File: src/core/rxpft_regs.vh
// Register offsets, field positions, reset values and timing counts
// for the receive pause termination block.
// Assumes byte addresses on an 8-bit register port, 32-bit words.
`ifndef RXPFT_REGS_VH
`define RXPFT_REGS_VH

// ****************************************
// Register byte offsets
// ****************************************
`define RXPFT_CTRL          8'h00
`define RXPFT_CHECK         8'h04
`define RXPFT_UDA_LO        8'h08
`define RXPFT_UDA_HI        8'h0c
`define RXPFT_MDA_LO        8'h10
`define RXPFT_MDA_HI        8'h14
`define RXPFT_SA_LO         8'h18
`define RXPFT_SA_HI         8'h1c
`define RXPFT_ETYPE_CTRL    8'h20
`define RXPFT_ETYPE_PAUSE   8'h24
`define RXPFT_OPC_GCP       8'h28
`define RXPFT_OPC_PCP       8'h2c
`define RXPFT_OPC_PAUSE     8'h30
`define RXPFT_STATUS        8'h34

// ****************************************
// Field positions
// ****************************************
`define RXPFT_CTRL_FWD      0
`define RXPFT_CTRL_ACK      1
`define RXPFT_CTRL_EN_LO    16
`define RXPFT_CLS_GCP       0
`define RXPFT_CLS_PCP       8
`define RXPFT_CLS_GPP       16
`define RXPFT_CLS_PPP       24
`define RXPFT_CHK_UCAST     0
`define RXPFT_CHK_MCAST     1
`define RXPFT_CHK_SA        2
`define RXPFT_CHK_ETYPE     3
`define RXPFT_CHK_OPCODE    4
`define RXPFT_CHK_ENABLE    5

// ****************************************
// Reset values and fixed constants
// ****************************************
`define RXPFT_RST_CTRL      32'h0000_0000
`define RXPFT_RST_CHECK     32'h0000_0000
`define RXPFT_RST_MDA       48'h0180c2000001
`define RXPFT_FIXED_MDA     48'h0180c2000001
`define RXPFT_RST_ETYPE     32'h8808_8808
`define RXPFT_RST_OPC_GCP   32'hffff_0000
`define RXPFT_RST_OPC_PCP   32'hffff_0000
`define RXPFT_RST_OPC_PAUSE 32'h0101_0001

// ****************************************
// Timing counts
// ****************************************
`define RXPFT_QUANTA_CYCLES 8'h08
`define RXPFT_ACK_HOLD_LAST 5'h1f
`define RXPFT_HDR_BYTES     6'h22

`endif

File: src/core/rxpft_top.v
// Receive pause frame termination: classifies frames and runs nine
// pause handshakes (one global, eight priority) with user logic.
// Assumes a byte stream whose first byte carries rx_sof, and a register
// master that follows the single-cycle strobe protocol.
//
// Design decisions made here: the plain strobed port and the register offsets.
`timescale 1ns/1ns
`default_nettype none
`include "rxpft_regs.vh"

module rxpft_top
(
    input  wire        clock,      // 10 MHz clock
    input  wire        rst,        // Synchronous reset, high
    input  wire [7:0]  addr,       // Register byte address
    input  wire [31:0] wr_data,    // Register write data
    input  wire        wr_en,      // Write strobe
    input  wire        rd_en,      // Read strobe
    output reg  [31:0] rd_data,    // Read data, cycle after rd_en
    input  wire        rx_valid,   // Frame byte valid
    input  wire        rx_sof,     // First byte of frame
    input  wire        rx_eof,     // Last byte of frame
    input  wire [7:0]  rx_byte,    // Frame byte
    input  wire [8:0]  pause_ack,  // User acknowledge per class
    output wire [8:0]  pause_req,  // Pause request per class
    output reg         ctrl_fwd,   // Control frame forwarded, pulse
    output reg         ctrl_drop   // Control frame dropped, pulse
);

    // ****************************************
    // Registers
    // ****************************************
    reg  [31:0] ctrl;
    reg  [31:0] check;
    reg  [47:0] uda;
    reg  [47:0] mda;
    reg  [47:0] sa_cfg;
    reg  [31:0] etype_ctrl;
    reg  [31:0] etype_pause;
    reg  [31:0] opc_gcp;
    reg  [31:0] opc_pcp;
    reg  [31:0] opc_pause;
    reg  [31:0] next_rd;

    always @(posedge clock)
    begin
        if (rst)
        begin
            ctrl        <= `RXPFT_RST_CTRL;
            check       <= `RXPFT_RST_CHECK;
            uda         <= 48'h0;
            mda         <= `RXPFT_RST_MDA;
            sa_cfg      <= 48'h0;
            etype_ctrl  <= `RXPFT_RST_ETYPE;
            etype_pause <= `RXPFT_RST_ETYPE;
            opc_gcp     <= `RXPFT_RST_OPC_GCP;
            opc_pcp     <= `RXPFT_RST_OPC_PCP;
            opc_pause   <= `RXPFT_RST_OPC_PAUSE;
        end
        else if (wr_en)
        begin
            // Reserved bits are masked so that they read back 0
            case (addr)
                `RXPFT_CTRL:        ctrl <= wr_data & 32'h01ff_0003;
                `RXPFT_CHECK:       check <= wr_data & 32'h3f3f_3f3f;
                `RXPFT_UDA_LO:      uda[31:0] <= wr_data;
                `RXPFT_UDA_HI:      uda[47:32] <= wr_data[15:0];
                `RXPFT_MDA_LO:      mda[31:0] <= wr_data;
                `RXPFT_MDA_HI:      mda[47:32] <= wr_data[15:0];
                `RXPFT_SA_LO:       sa_cfg[31:0] <= wr_data;
                `RXPFT_SA_HI:       sa_cfg[47:32] <= wr_data[15:0];
                `RXPFT_ETYPE_CTRL:  etype_ctrl <= wr_data;
                `RXPFT_ETYPE_PAUSE: etype_pause <= wr_data;
                `RXPFT_OPC_GCP:     opc_gcp <= wr_data;
                `RXPFT_OPC_PCP:     opc_pcp <= wr_data;
                `RXPFT_OPC_PAUSE:   opc_pause <= wr_data;
                default:            ;
            endcase
        end
    end

    // ****************************************
    // Read port
    // ****************************************
    // Unmapped and reserved offsets fall to the default and read 0
    always @*
    begin
        case (addr)
            `RXPFT_CTRL:        next_rd = ctrl;
            `RXPFT_CHECK:       next_rd = check;
            `RXPFT_UDA_LO:      next_rd = uda[31:0];
            `RXPFT_UDA_HI:      next_rd = {16'h0, uda[47:32]};
            `RXPFT_MDA_LO:      next_rd = mda[31:0];
            `RXPFT_MDA_HI:      next_rd = {16'h0, mda[47:32]};
            `RXPFT_SA_LO:       next_rd = sa_cfg[31:0];
            `RXPFT_SA_HI:       next_rd = {16'h0, sa_cfg[47:32]};
            `RXPFT_ETYPE_CTRL:  next_rd = etype_ctrl;
            `RXPFT_ETYPE_PAUSE: next_rd = etype_pause;
            `RXPFT_OPC_GCP:     next_rd = opc_gcp;
            `RXPFT_OPC_PCP:     next_rd = opc_pcp;
            `RXPFT_OPC_PAUSE:   next_rd = opc_pause;
            `RXPFT_STATUS:      next_rd = {23'h0, pause_req};
            default:            next_rd = 32'h0;
        endcase
    end

    // Data shows only in the cycle after the strobe
    always @(posedge clock)
    begin
        if (rst)
            rd_data <= 32'h0;
        else if (rd_en)
            rd_data <= next_rd;
        else
            rd_data <= 32'h0;
    end

    // ****************************************
    // Control fields
    // ****************************************
    wire       fwd_ctrl  = ctrl[`RXPFT_CTRL_FWD];
    wire       check_ack = ctrl[`RXPFT_CTRL_ACK];
    wire [8:0] pause_en  = ctrl[`RXPFT_CTRL_EN_LO+8:`RXPFT_CTRL_EN_LO];

    // ****************************************
    // Header capture
    // ****************************************
    // Short frames leave older bytes in place; only fields that the
    // frame actually carried are meaningful.
    reg  [7:0] hdr [0:33];
    reg  [5:0] idx;
    reg        eval;

    always @(posedge clock)
    begin
        if (rst)
        begin
            idx  <= 6'h0;
            eval <= 1'b0;
        end
        else
        begin
            // Judged a cycle after the end byte, once that byte is stored
            eval <= rx_valid & rx_eof;
            if (rx_valid & rx_sof)
            begin
                hdr[0] <= rx_byte;
                idx    <= 6'h01;
            end
            else if (rx_valid && idx < `RXPFT_HDR_BYTES)
            begin
                hdr[idx] <= rx_byte;
                idx      <= idx + 6'h01;
            end
        end
    end

    wire [47:0] da    = {hdr[0], hdr[1], hdr[2], hdr[3], hdr[4], hdr[5]};
    wire [47:0] sa    = {hdr[6], hdr[7], hdr[8], hdr[9], hdr[10], hdr[11]};
    wire [15:0] etype = {hdr[12], hdr[13]};
    wire [15:0] opc   = {hdr[14], hdr[15]};
    // Enable vector is the low byte of the global quanta field
    wire [7:0]  pvec  = hdr[17];

    // ****************************************
    // Classification
    // ****************************************
    wire [5:0] c_gcp = check[`RXPFT_CLS_GCP+5:`RXPFT_CLS_GCP];
    wire [5:0] c_pcp = check[`RXPFT_CLS_PCP+5:`RXPFT_CLS_PCP];
    wire [5:0] c_gpp = check[`RXPFT_CLS_GPP+5:`RXPFT_CLS_GPP];
    wire [5:0] c_ppp = check[`RXPFT_CLS_PPP+5:`RXPFT_CLS_PPP];

    wire da_gcp = (!c_gcp[`RXPFT_CHK_MCAST] && !c_gcp[`RXPFT_CHK_UCAST])
                || (da == uda && c_gcp[`RXPFT_CHK_UCAST])
                || (da == `RXPFT_FIXED_MDA && c_gcp[`RXPFT_CHK_MCAST]);
    wire sa_gcp = !c_gcp[`RXPFT_CHK_SA] || sa == sa_cfg;
    wire et_gcp = !c_gcp[`RXPFT_CHK_ETYPE] || etype == etype_ctrl[15:0];
    wire op_gcp = !c_gcp[`RXPFT_CHK_OPCODE]
                || (opc >= opc_gcp[15:0] && opc <= opc_gcp[31:16]);
    wire gcp    = da_gcp && sa_gcp && et_gcp && op_gcp && c_gcp[`RXPFT_CHK_ENABLE];

    wire da_pcp = (!c_pcp[`RXPFT_CHK_MCAST] && !c_pcp[`RXPFT_CHK_UCAST])
                || (da == uda && c_pcp[`RXPFT_CHK_UCAST])
                || (da == mda && c_pcp[`RXPFT_CHK_MCAST]);
    wire sa_pcp = !c_pcp[`RXPFT_CHK_SA] || sa == sa_cfg;
    wire et_pcp = !c_pcp[`RXPFT_CHK_ETYPE] || etype == etype_ctrl[31:16];
    wire op_pcp = !c_pcp[`RXPFT_CHK_OPCODE]
                || (opc >= opc_pcp[15:0] && opc <= opc_pcp[31:16]);
    wire pcp    = da_pcp && sa_pcp && et_pcp && op_pcp && c_pcp[`RXPFT_CHK_ENABLE];

    // Pause tests below only count when this holds
    wire ctrl_frame = gcp || pcp;

    wire da_gpp = (!c_gpp[`RXPFT_CHK_MCAST] && !c_gpp[`RXPFT_CHK_UCAST])
                || (da == uda && c_gpp[`RXPFT_CHK_UCAST])
                || (da == `RXPFT_FIXED_MDA && c_gpp[`RXPFT_CHK_MCAST]);
    wire sa_gpp = !c_gpp[`RXPFT_CHK_SA] || sa == sa_cfg;
    wire et_gpp = !c_gpp[`RXPFT_CHK_ETYPE] || etype == etype_pause[15:0];
    wire op_gpp = !c_gpp[`RXPFT_CHK_OPCODE] || opc == opc_pause[15:0];
    wire gpp    = da_gpp && sa_gpp && et_gpp && op_gpp && c_gpp[`RXPFT_CHK_ENABLE];

    // Printed form joins the no-check term with AND; taken as OR here
    wire da_ppp = (!c_ppp[`RXPFT_CHK_MCAST] && !c_ppp[`RXPFT_CHK_UCAST])
                || (da == uda && c_ppp[`RXPFT_CHK_UCAST])
                || (da == mda && c_ppp[`RXPFT_CHK_MCAST]);
    wire sa_ppp = !c_ppp[`RXPFT_CHK_SA] || sa == sa_cfg;
    wire et_ppp = !c_ppp[`RXPFT_CHK_ETYPE] || etype == etype_pause[31:16];
    wire op_ppp = !c_ppp[`RXPFT_CHK_OPCODE] || opc == opc_pause[31:16];
    wire ppp    = da_ppp && sa_ppp && et_ppp && op_ppp && c_ppp[`RXPFT_CHK_ENABLE];

    // ****************************************
    // Frame decision
    // ****************************************
    wire       glob_hit = eval && ctrl_frame && gpp;
    wire       prio_hit = eval && ctrl_frame && !gpp && ppp;
    wire [8:0] hit      = {glob_hit, {8{prio_hit}} & pvec};

    // ****************************************
    // Control frame outputs
    // ****************************************
    always @(posedge clock)
    begin
        if (rst)
        begin
            ctrl_fwd  <= 1'b0;
            ctrl_drop <= 1'b0;
        end
        else
        begin
            ctrl_fwd  <= eval && ctrl_frame && fwd_ctrl;
            ctrl_drop <= eval && ctrl_frame && !fwd_ctrl;
        end
    end

    // ****************************************
    // Quanta tick divider
    // ****************************************
    // Free-running: the first decrement after a load comes 1 to 8 cycles later
    reg [7:0] div;
    reg       tick;

    always @(posedge clock)
    begin
        if (rst)
        begin
            div  <= 8'h0;
            tick <= 1'b0;
        end
        else if (div == `RXPFT_QUANTA_CYCLES - 8'h01)
        begin
            div  <= 8'h0;
            tick <= 1'b1;
        end
        else
        begin
            div  <= div + 8'h01;
            tick <= 1'b0;
        end
    end

    // ****************************************
    // Per-class handshake
    // ****************************************
    localparam [1:0] ST_IDLE = 2'h0;
    localparam [1:0] ST_WACK = 2'h1;
    localparam [1:0] ST_CNT  = 2'h2;
    localparam [1:0] ST_REL  = 2'h3;

    genvar i;
    generate
        for (i = 0; i < 9; i = i + 1)
        begin : g_cls
            wire [15:0] quanta;
            // Split so that no branch indexes past the stored header
            if (i == 8)
            begin : g_glob
                assign quanta = {hdr[16], hdr[17]};
            end
            else
            begin : g_prio
                assign quanta = {hdr[18 + 2 * i], hdr[19 + 2 * i]};
            end
            wire        load   = hit[i] && pause_en[i];
            reg  [1:0]  st;
            reg         req;
            reg  [15:0] tmr;
            reg  [4:0]  hold;

            assign pause_req[i] = req;

            always @(posedge clock)
            begin
                if (rst)
                begin
                    st   <= ST_IDLE;
                    req  <= 1'b0;
                    tmr  <= 16'h0;
                    hold <= 5'h0;
                end
                else
                begin
                    case (st)
                        ST_IDLE:
                            if (load)
                            begin
                                req <= 1'b1;
                                tmr <= quanta;
                                st  <= check_ack ? ST_WACK : ST_CNT;
                            end
                        // Enable is only looked at for new frames, so a
                        // running sequence finishes even if disabled
                        ST_WACK:
                        begin
                            if (load)
                                tmr <= quanta;
                            if (pause_ack[i])
                                st <= ST_CNT;
                        end
                        // A reload wins over expiry in the same cycle
                        ST_CNT:
                            if (load)
                                tmr <= quanta;
                            else if (tmr == 16'h0)
                            begin
                                req  <= 1'b0;
                                hold <= 5'h0;
                                st   <= check_ack ? ST_REL : ST_IDLE;
                            end
                            else if (tick)
                                tmr <= tmr - 16'h0001;
                        // Reload here skips the ack wait; the user has answered
                        ST_REL:
                            if (load)
                            begin
                                req <= 1'b1;
                                tmr <= quanta;
                                st  <= ST_CNT;
                            end
                            else if (!pause_ack[i] || hold == `RXPFT_ACK_HOLD_LAST)
                                st <= ST_IDLE;
                            else
                                hold <= hold + 5'h01;
                        default:
                            st <= ST_IDLE;
                    endcase
                end
            end
        end
    endgenerate

endmodule // rxpft_top
`default_nettype wire

File: config.mk
export PLATFORM = sky130hd
export DESIGN_NAME = rxpft_top
export DESIGN_NICKNAME = d
export VERILOG_FILES = /design/src/core/rxpft_top.v
export VERILOG_INCLUDE_DIRS = /design/src /design/src/core
export SDC_FILE = /design/constraint.sdc
export NUM_CORES = 2
export LEC_CHECK = 0
export ABC_AREA = 1
export BUFFER_PORTS_ARGS = -buffer_cell sky130_fd_sc_hd__clkbuf_2
export CORE_ASPECT_RATIO = 0.9
export CORE_MARGIN = 2
export CORE_UTILIZATION = 25
export CTS_CLUSTER_DIAMETER = 60
export DETAILED_ROUTE_END_ITERATION = 12
export MAX_ROUTING_LAYER = met4
export PLACE_DENSITY = 0.47
export SLEW_MARGIN = 20
export SYNTH_ARGS = -nofsm -noshare
export SYNTH_HDL_FRONTEND = slang
export SYNTH_SLANG_ARGS = --single-unit
File: constraint.sdc
create_clock -name clock -period 3 [get_ports clock]
set_clock_uncertainty 0.1 [all_clocks]
set_input_delay 0.6 -clock clock [delete_from_list [all_inputs] [get_ports clock]]
set_output_delay 0.6 -clock clock [all_outputs]
set_load 0.03 [all_outputs]
==> results by group <==
Outcome
  • Result of the run: finished, violations left
  • Violations in the final reports: negative setup slack

Placed design
  • PortBufs: 106
  • Half-perimeter wire length after placement: 110000 µm
  • Routability congestion estimate from global placement: 0.908
  • Cell count after placement: 7928
  • Placed instance area: 50000 µm²

Timing
  • Setup repair after global routing missed its margin: yes
  • Max-slew violation total from the final report: 0
  • Min cycle time layout: 3.20 ns
  • Max Fclk: 0.312 GHz
  • Number of setup violations in the final report: 215
  • Max transition margin: 0.264
  • Number of hold violations in the final report: 0
  • Actual slew at the worst max-slew pin: 1.08 ns
  • Final critical-path setup slack: -0.202 ns
  • Share of the clock period used by the worst path: 1.07

Critical path
  • Worst EP arrival: 3.76 ns
  • Worst endpoint required time: 3.55 ns
  • Critical Path Max Stage Delay: 0.38 ns
  • Slowest cell on the critical path: edfxtp_1
  • Worst-path cell chain: buf_6, ha_4, nand2_4, nor2_4, nand4_1, inv_1, nand4_1, nand2_2, nand2_4, nand2_4, nand3_4, nand2_8, buf_12, nand4_4, buf_6, nand2_4, nand2_2, nand2_4, inv_8, nand2_2, nand2_1, nor2_1
  • Sort of element at the start of the critical path: flop
  • CP endpoint kind: flop
  • Critical setup path kind: flop to flop
  • Most frequent CP cell: nand2_4
  • CP Max Fanout: 7

Layout
  • Number of standard cells in the final layout excluding fillers: 8218
  • Layout Area Growth over Synthesis: 33.5%
  • Most frequent cells in the layout: 804 x nand2_1, 605 x dfxtp_1, 572 x buf_4
  • Nets: 6075
  • Share of final-layout standard cells stronger than drive strength 1: 0.241
  • Final instance area: 56600 µm²
  • Leading cell type in the layout, fill and taps excluded: nand2_1

Route
  • Total via count after detailed routing: 38500
  • Total wire length after detailed routing: 158000 µm
  • DR pass1 iterations: 6
  • DRC violation total after the first TritonRoute iteration: 3055
  • Ratio of routed vias to standard cells: 4.68
  • DRC Markers: 0
  • Number of nets with antenna violations after detailed routing: 0
  • Average wire per cell in the routed design: 19.2 µm

Clock network
  • Clock tree from TritonCTS: built
  • Clock tree sinks: 877
  • Clk pin slew, worst setup/hold paths: 0.06 ns
  • Buffer depth of the longest clock path: 3
  • Clock latency on the worst-skew pair: 0.72 ns
  • Num CTS Buffers: 107
  • CTS HTree Levels: 3
  • Cell chosen for the clock root: clkbuf_16

Synth
  • Cell type contributing the most total cell area after synthesis: dfxtp_1
  • Syn Area/Cell: 8.18 µm²
  • Synth cell types: 56
  • Number of enable-type register cells in the synthesized netlist: 272
  • Number of instances in the synthesized netlist: 5183
  • Area contributors post-synth: dfxtp_1 29%, edfxtp_1 19%, nand2_1 7.9%
  • Netlist area before placement: 42400 µm²
  • Most frequently used flop master after synthesis: dfxtp_1
  • Syn Nets: 5385
  • Number of synthesized register bits: 877
  • Ys Warns: 0
  • Post-synthesis sequential area ratio: 0.478
  • Top cell type's share of synthesized area: 0.286
  • Proportion of register bits with asynchronous set or reset after synthesis: 0

Pwr
  • PwrDens: 560 nW/µm²
  • Leakage power total: 23.2 nW
  • Maximum VDD drop: 0.408 mV

Floorplanning
  • Number of placed I/O pins: 107
  • Starting utilization of the core area: 0.251
  • Rows: 143
  • Overall die height: 395 µm
  • Core area: 169000 µm²
  • Die width: 438 µm
  • Die area: 173000 µm²

GRT
  • Number of global-route vias before repair: 36300
  • Wire length of the first global-routing pass: 232000 µm
  • All-Layer GR Usage: 0.182
  • Number of antenna violations at the first check in global routing: 8
  • Largest net degree at the start of global routing: 90
  • Aggregate global routing overflow: 0

Job
  • Max-capacitance violation count: 0

Worst hold path
  • Hold Crit Class: input pin to flop
[cell type report]
cell class                 instances  area, µm²
antenna                            4       10.0
timing repair inverter             3       38.8
inverter                         564       2270
clock buffer                     148       3100
multi-input combinational       3519      20600
sequential                       877      20300
fill                           17500     112000
timing repair buffer             801       6840
clock inverter                    55        594
tap                             2247       2810
[where the power goes]
group          internal, mW  switching [mW]  leakage, nW
registers              12.6           0.276         7.33
logic                  1.86            3.39         14.0
clock network          8.03            5.58         1.80
total                  22.4            9.25         23.2
[through the flow]
stage | TNS (ns) | hold WS [ns] | total power [mW] | worst slack [ns] | util
after floorplan | 0 | 0.307 | 16.1 | 0.142 | -
after global placement | -122.03 | 0.331 | 17.2 | -0.700 | 0.296
after detailed placement | -128.81 | 0.344 | 17.2 | -0.709 | 0.296
after CTS | -15.95 | 0.00366 | 31.4 | -0.181 | 0.329
after global routing | -46.39 | 0.0593 | 33.1 | -0.311 | 0.336
final | -23.83 | 0.0652 | 31.7 | -0.202 | 0.336
[path summary, 6_finish.rpt]
path / start / to / slack (ns) / cells after the start
hold / removal: wr_data[1] / sa_cfg[33] / 0.07 / 3
setup reg to reg: hdr[14][7] / g_cls[7].hold[4] / -0.20 / 22
setup / recovery: hdr[14][7] / g_cls[7].hold[4] / -0.20 / 22
hold reg to reg: div[0] / div[0] / 0.35 / 1
[registers in the layout, summed over array words and instances (netlist names), 9 cells and up]
signal,count
g_cls.tmr,144
check,24
sa_cfg,48
opc_pcp,32
opc_pause,32
opc_gcp,32
rd_data,32
g_cls.st,18
etype_ctrl,32
mda,48
uda,48
hdr,272
g_cls.req,9
g_cls.hold,45
etype_pause,32
ctrl,11
[what timing repair did]
action | CTS | global route
gates resized for setup | 289 | 276
cloned | 10 | 4
hold buffers | 1 | 0
setup endpoints to repair | 218 | 226
buffers inserted | 51 | 27
endpoints found under the hold margin | 1 | 0
pin swaps | 114 | 119
[per-layer routing]
| metal | up-vias | wire (µm) | GRT usage |
|---|---|---|---|
| met1 | 18400 | 71800 | 0.241 |
| met4 | 0 | 4990 | 0.0614 |
| met3 | 228 | 8600 | 0.0226 |
| met2 | 999 | 72400 | 0.286 |
| li1 | 18900 | - | - |
| met5 | - | 0 | - |
[cells by family after synthesis]
group	after synthesis	share of synthesized area
DFF	877	0.478
xor gates and xnor gates	234	0.0484
AOI/OAI and AO/OA	1375	0.177
adders and majority gates	138	0.0407
buffers and inverters	787	0.0749
and+or+nand+nor	1772	0.180
[synthesized netlist by cell type, types with 10 or more instances]
cell type,n
clkbuf_1,145
o211ai_1,49
a221oi_1,41
o21ai_0,468
nor4_1,13
ha_1,138
a31oi_1,18
dfxtp_1,605
a211oi_1,43
buf_2,39
buf_4,22
o22ai_1,52
xor2_1,92
xnor2_1,142
edfxtp_1,272
nor3_1,66
a41oi_1,10
a21oi_1,525
nand4_1,47
clkinv_1,19
or2_2,42
inv_1,494
nor2_1,451
o21ai_1,138
inv_2,43
nand2_2,13
nand2_1,897
nand3_1,188
[worst max-delay path, delay by kind of cell, from the launching register on]
| family | cells | cell delay (ns) |
|---|---|---|
| flip-flops | 1 | 0.38 |
| AND/OR/NAND/NOR | 16 | 1.64 |
| adder cells (fa/ha/maj) | 1 | 0.29 |
| buffers and inverters | 5 | 0.71 |
Note: power is estimated with default switching activity, not from simulation.
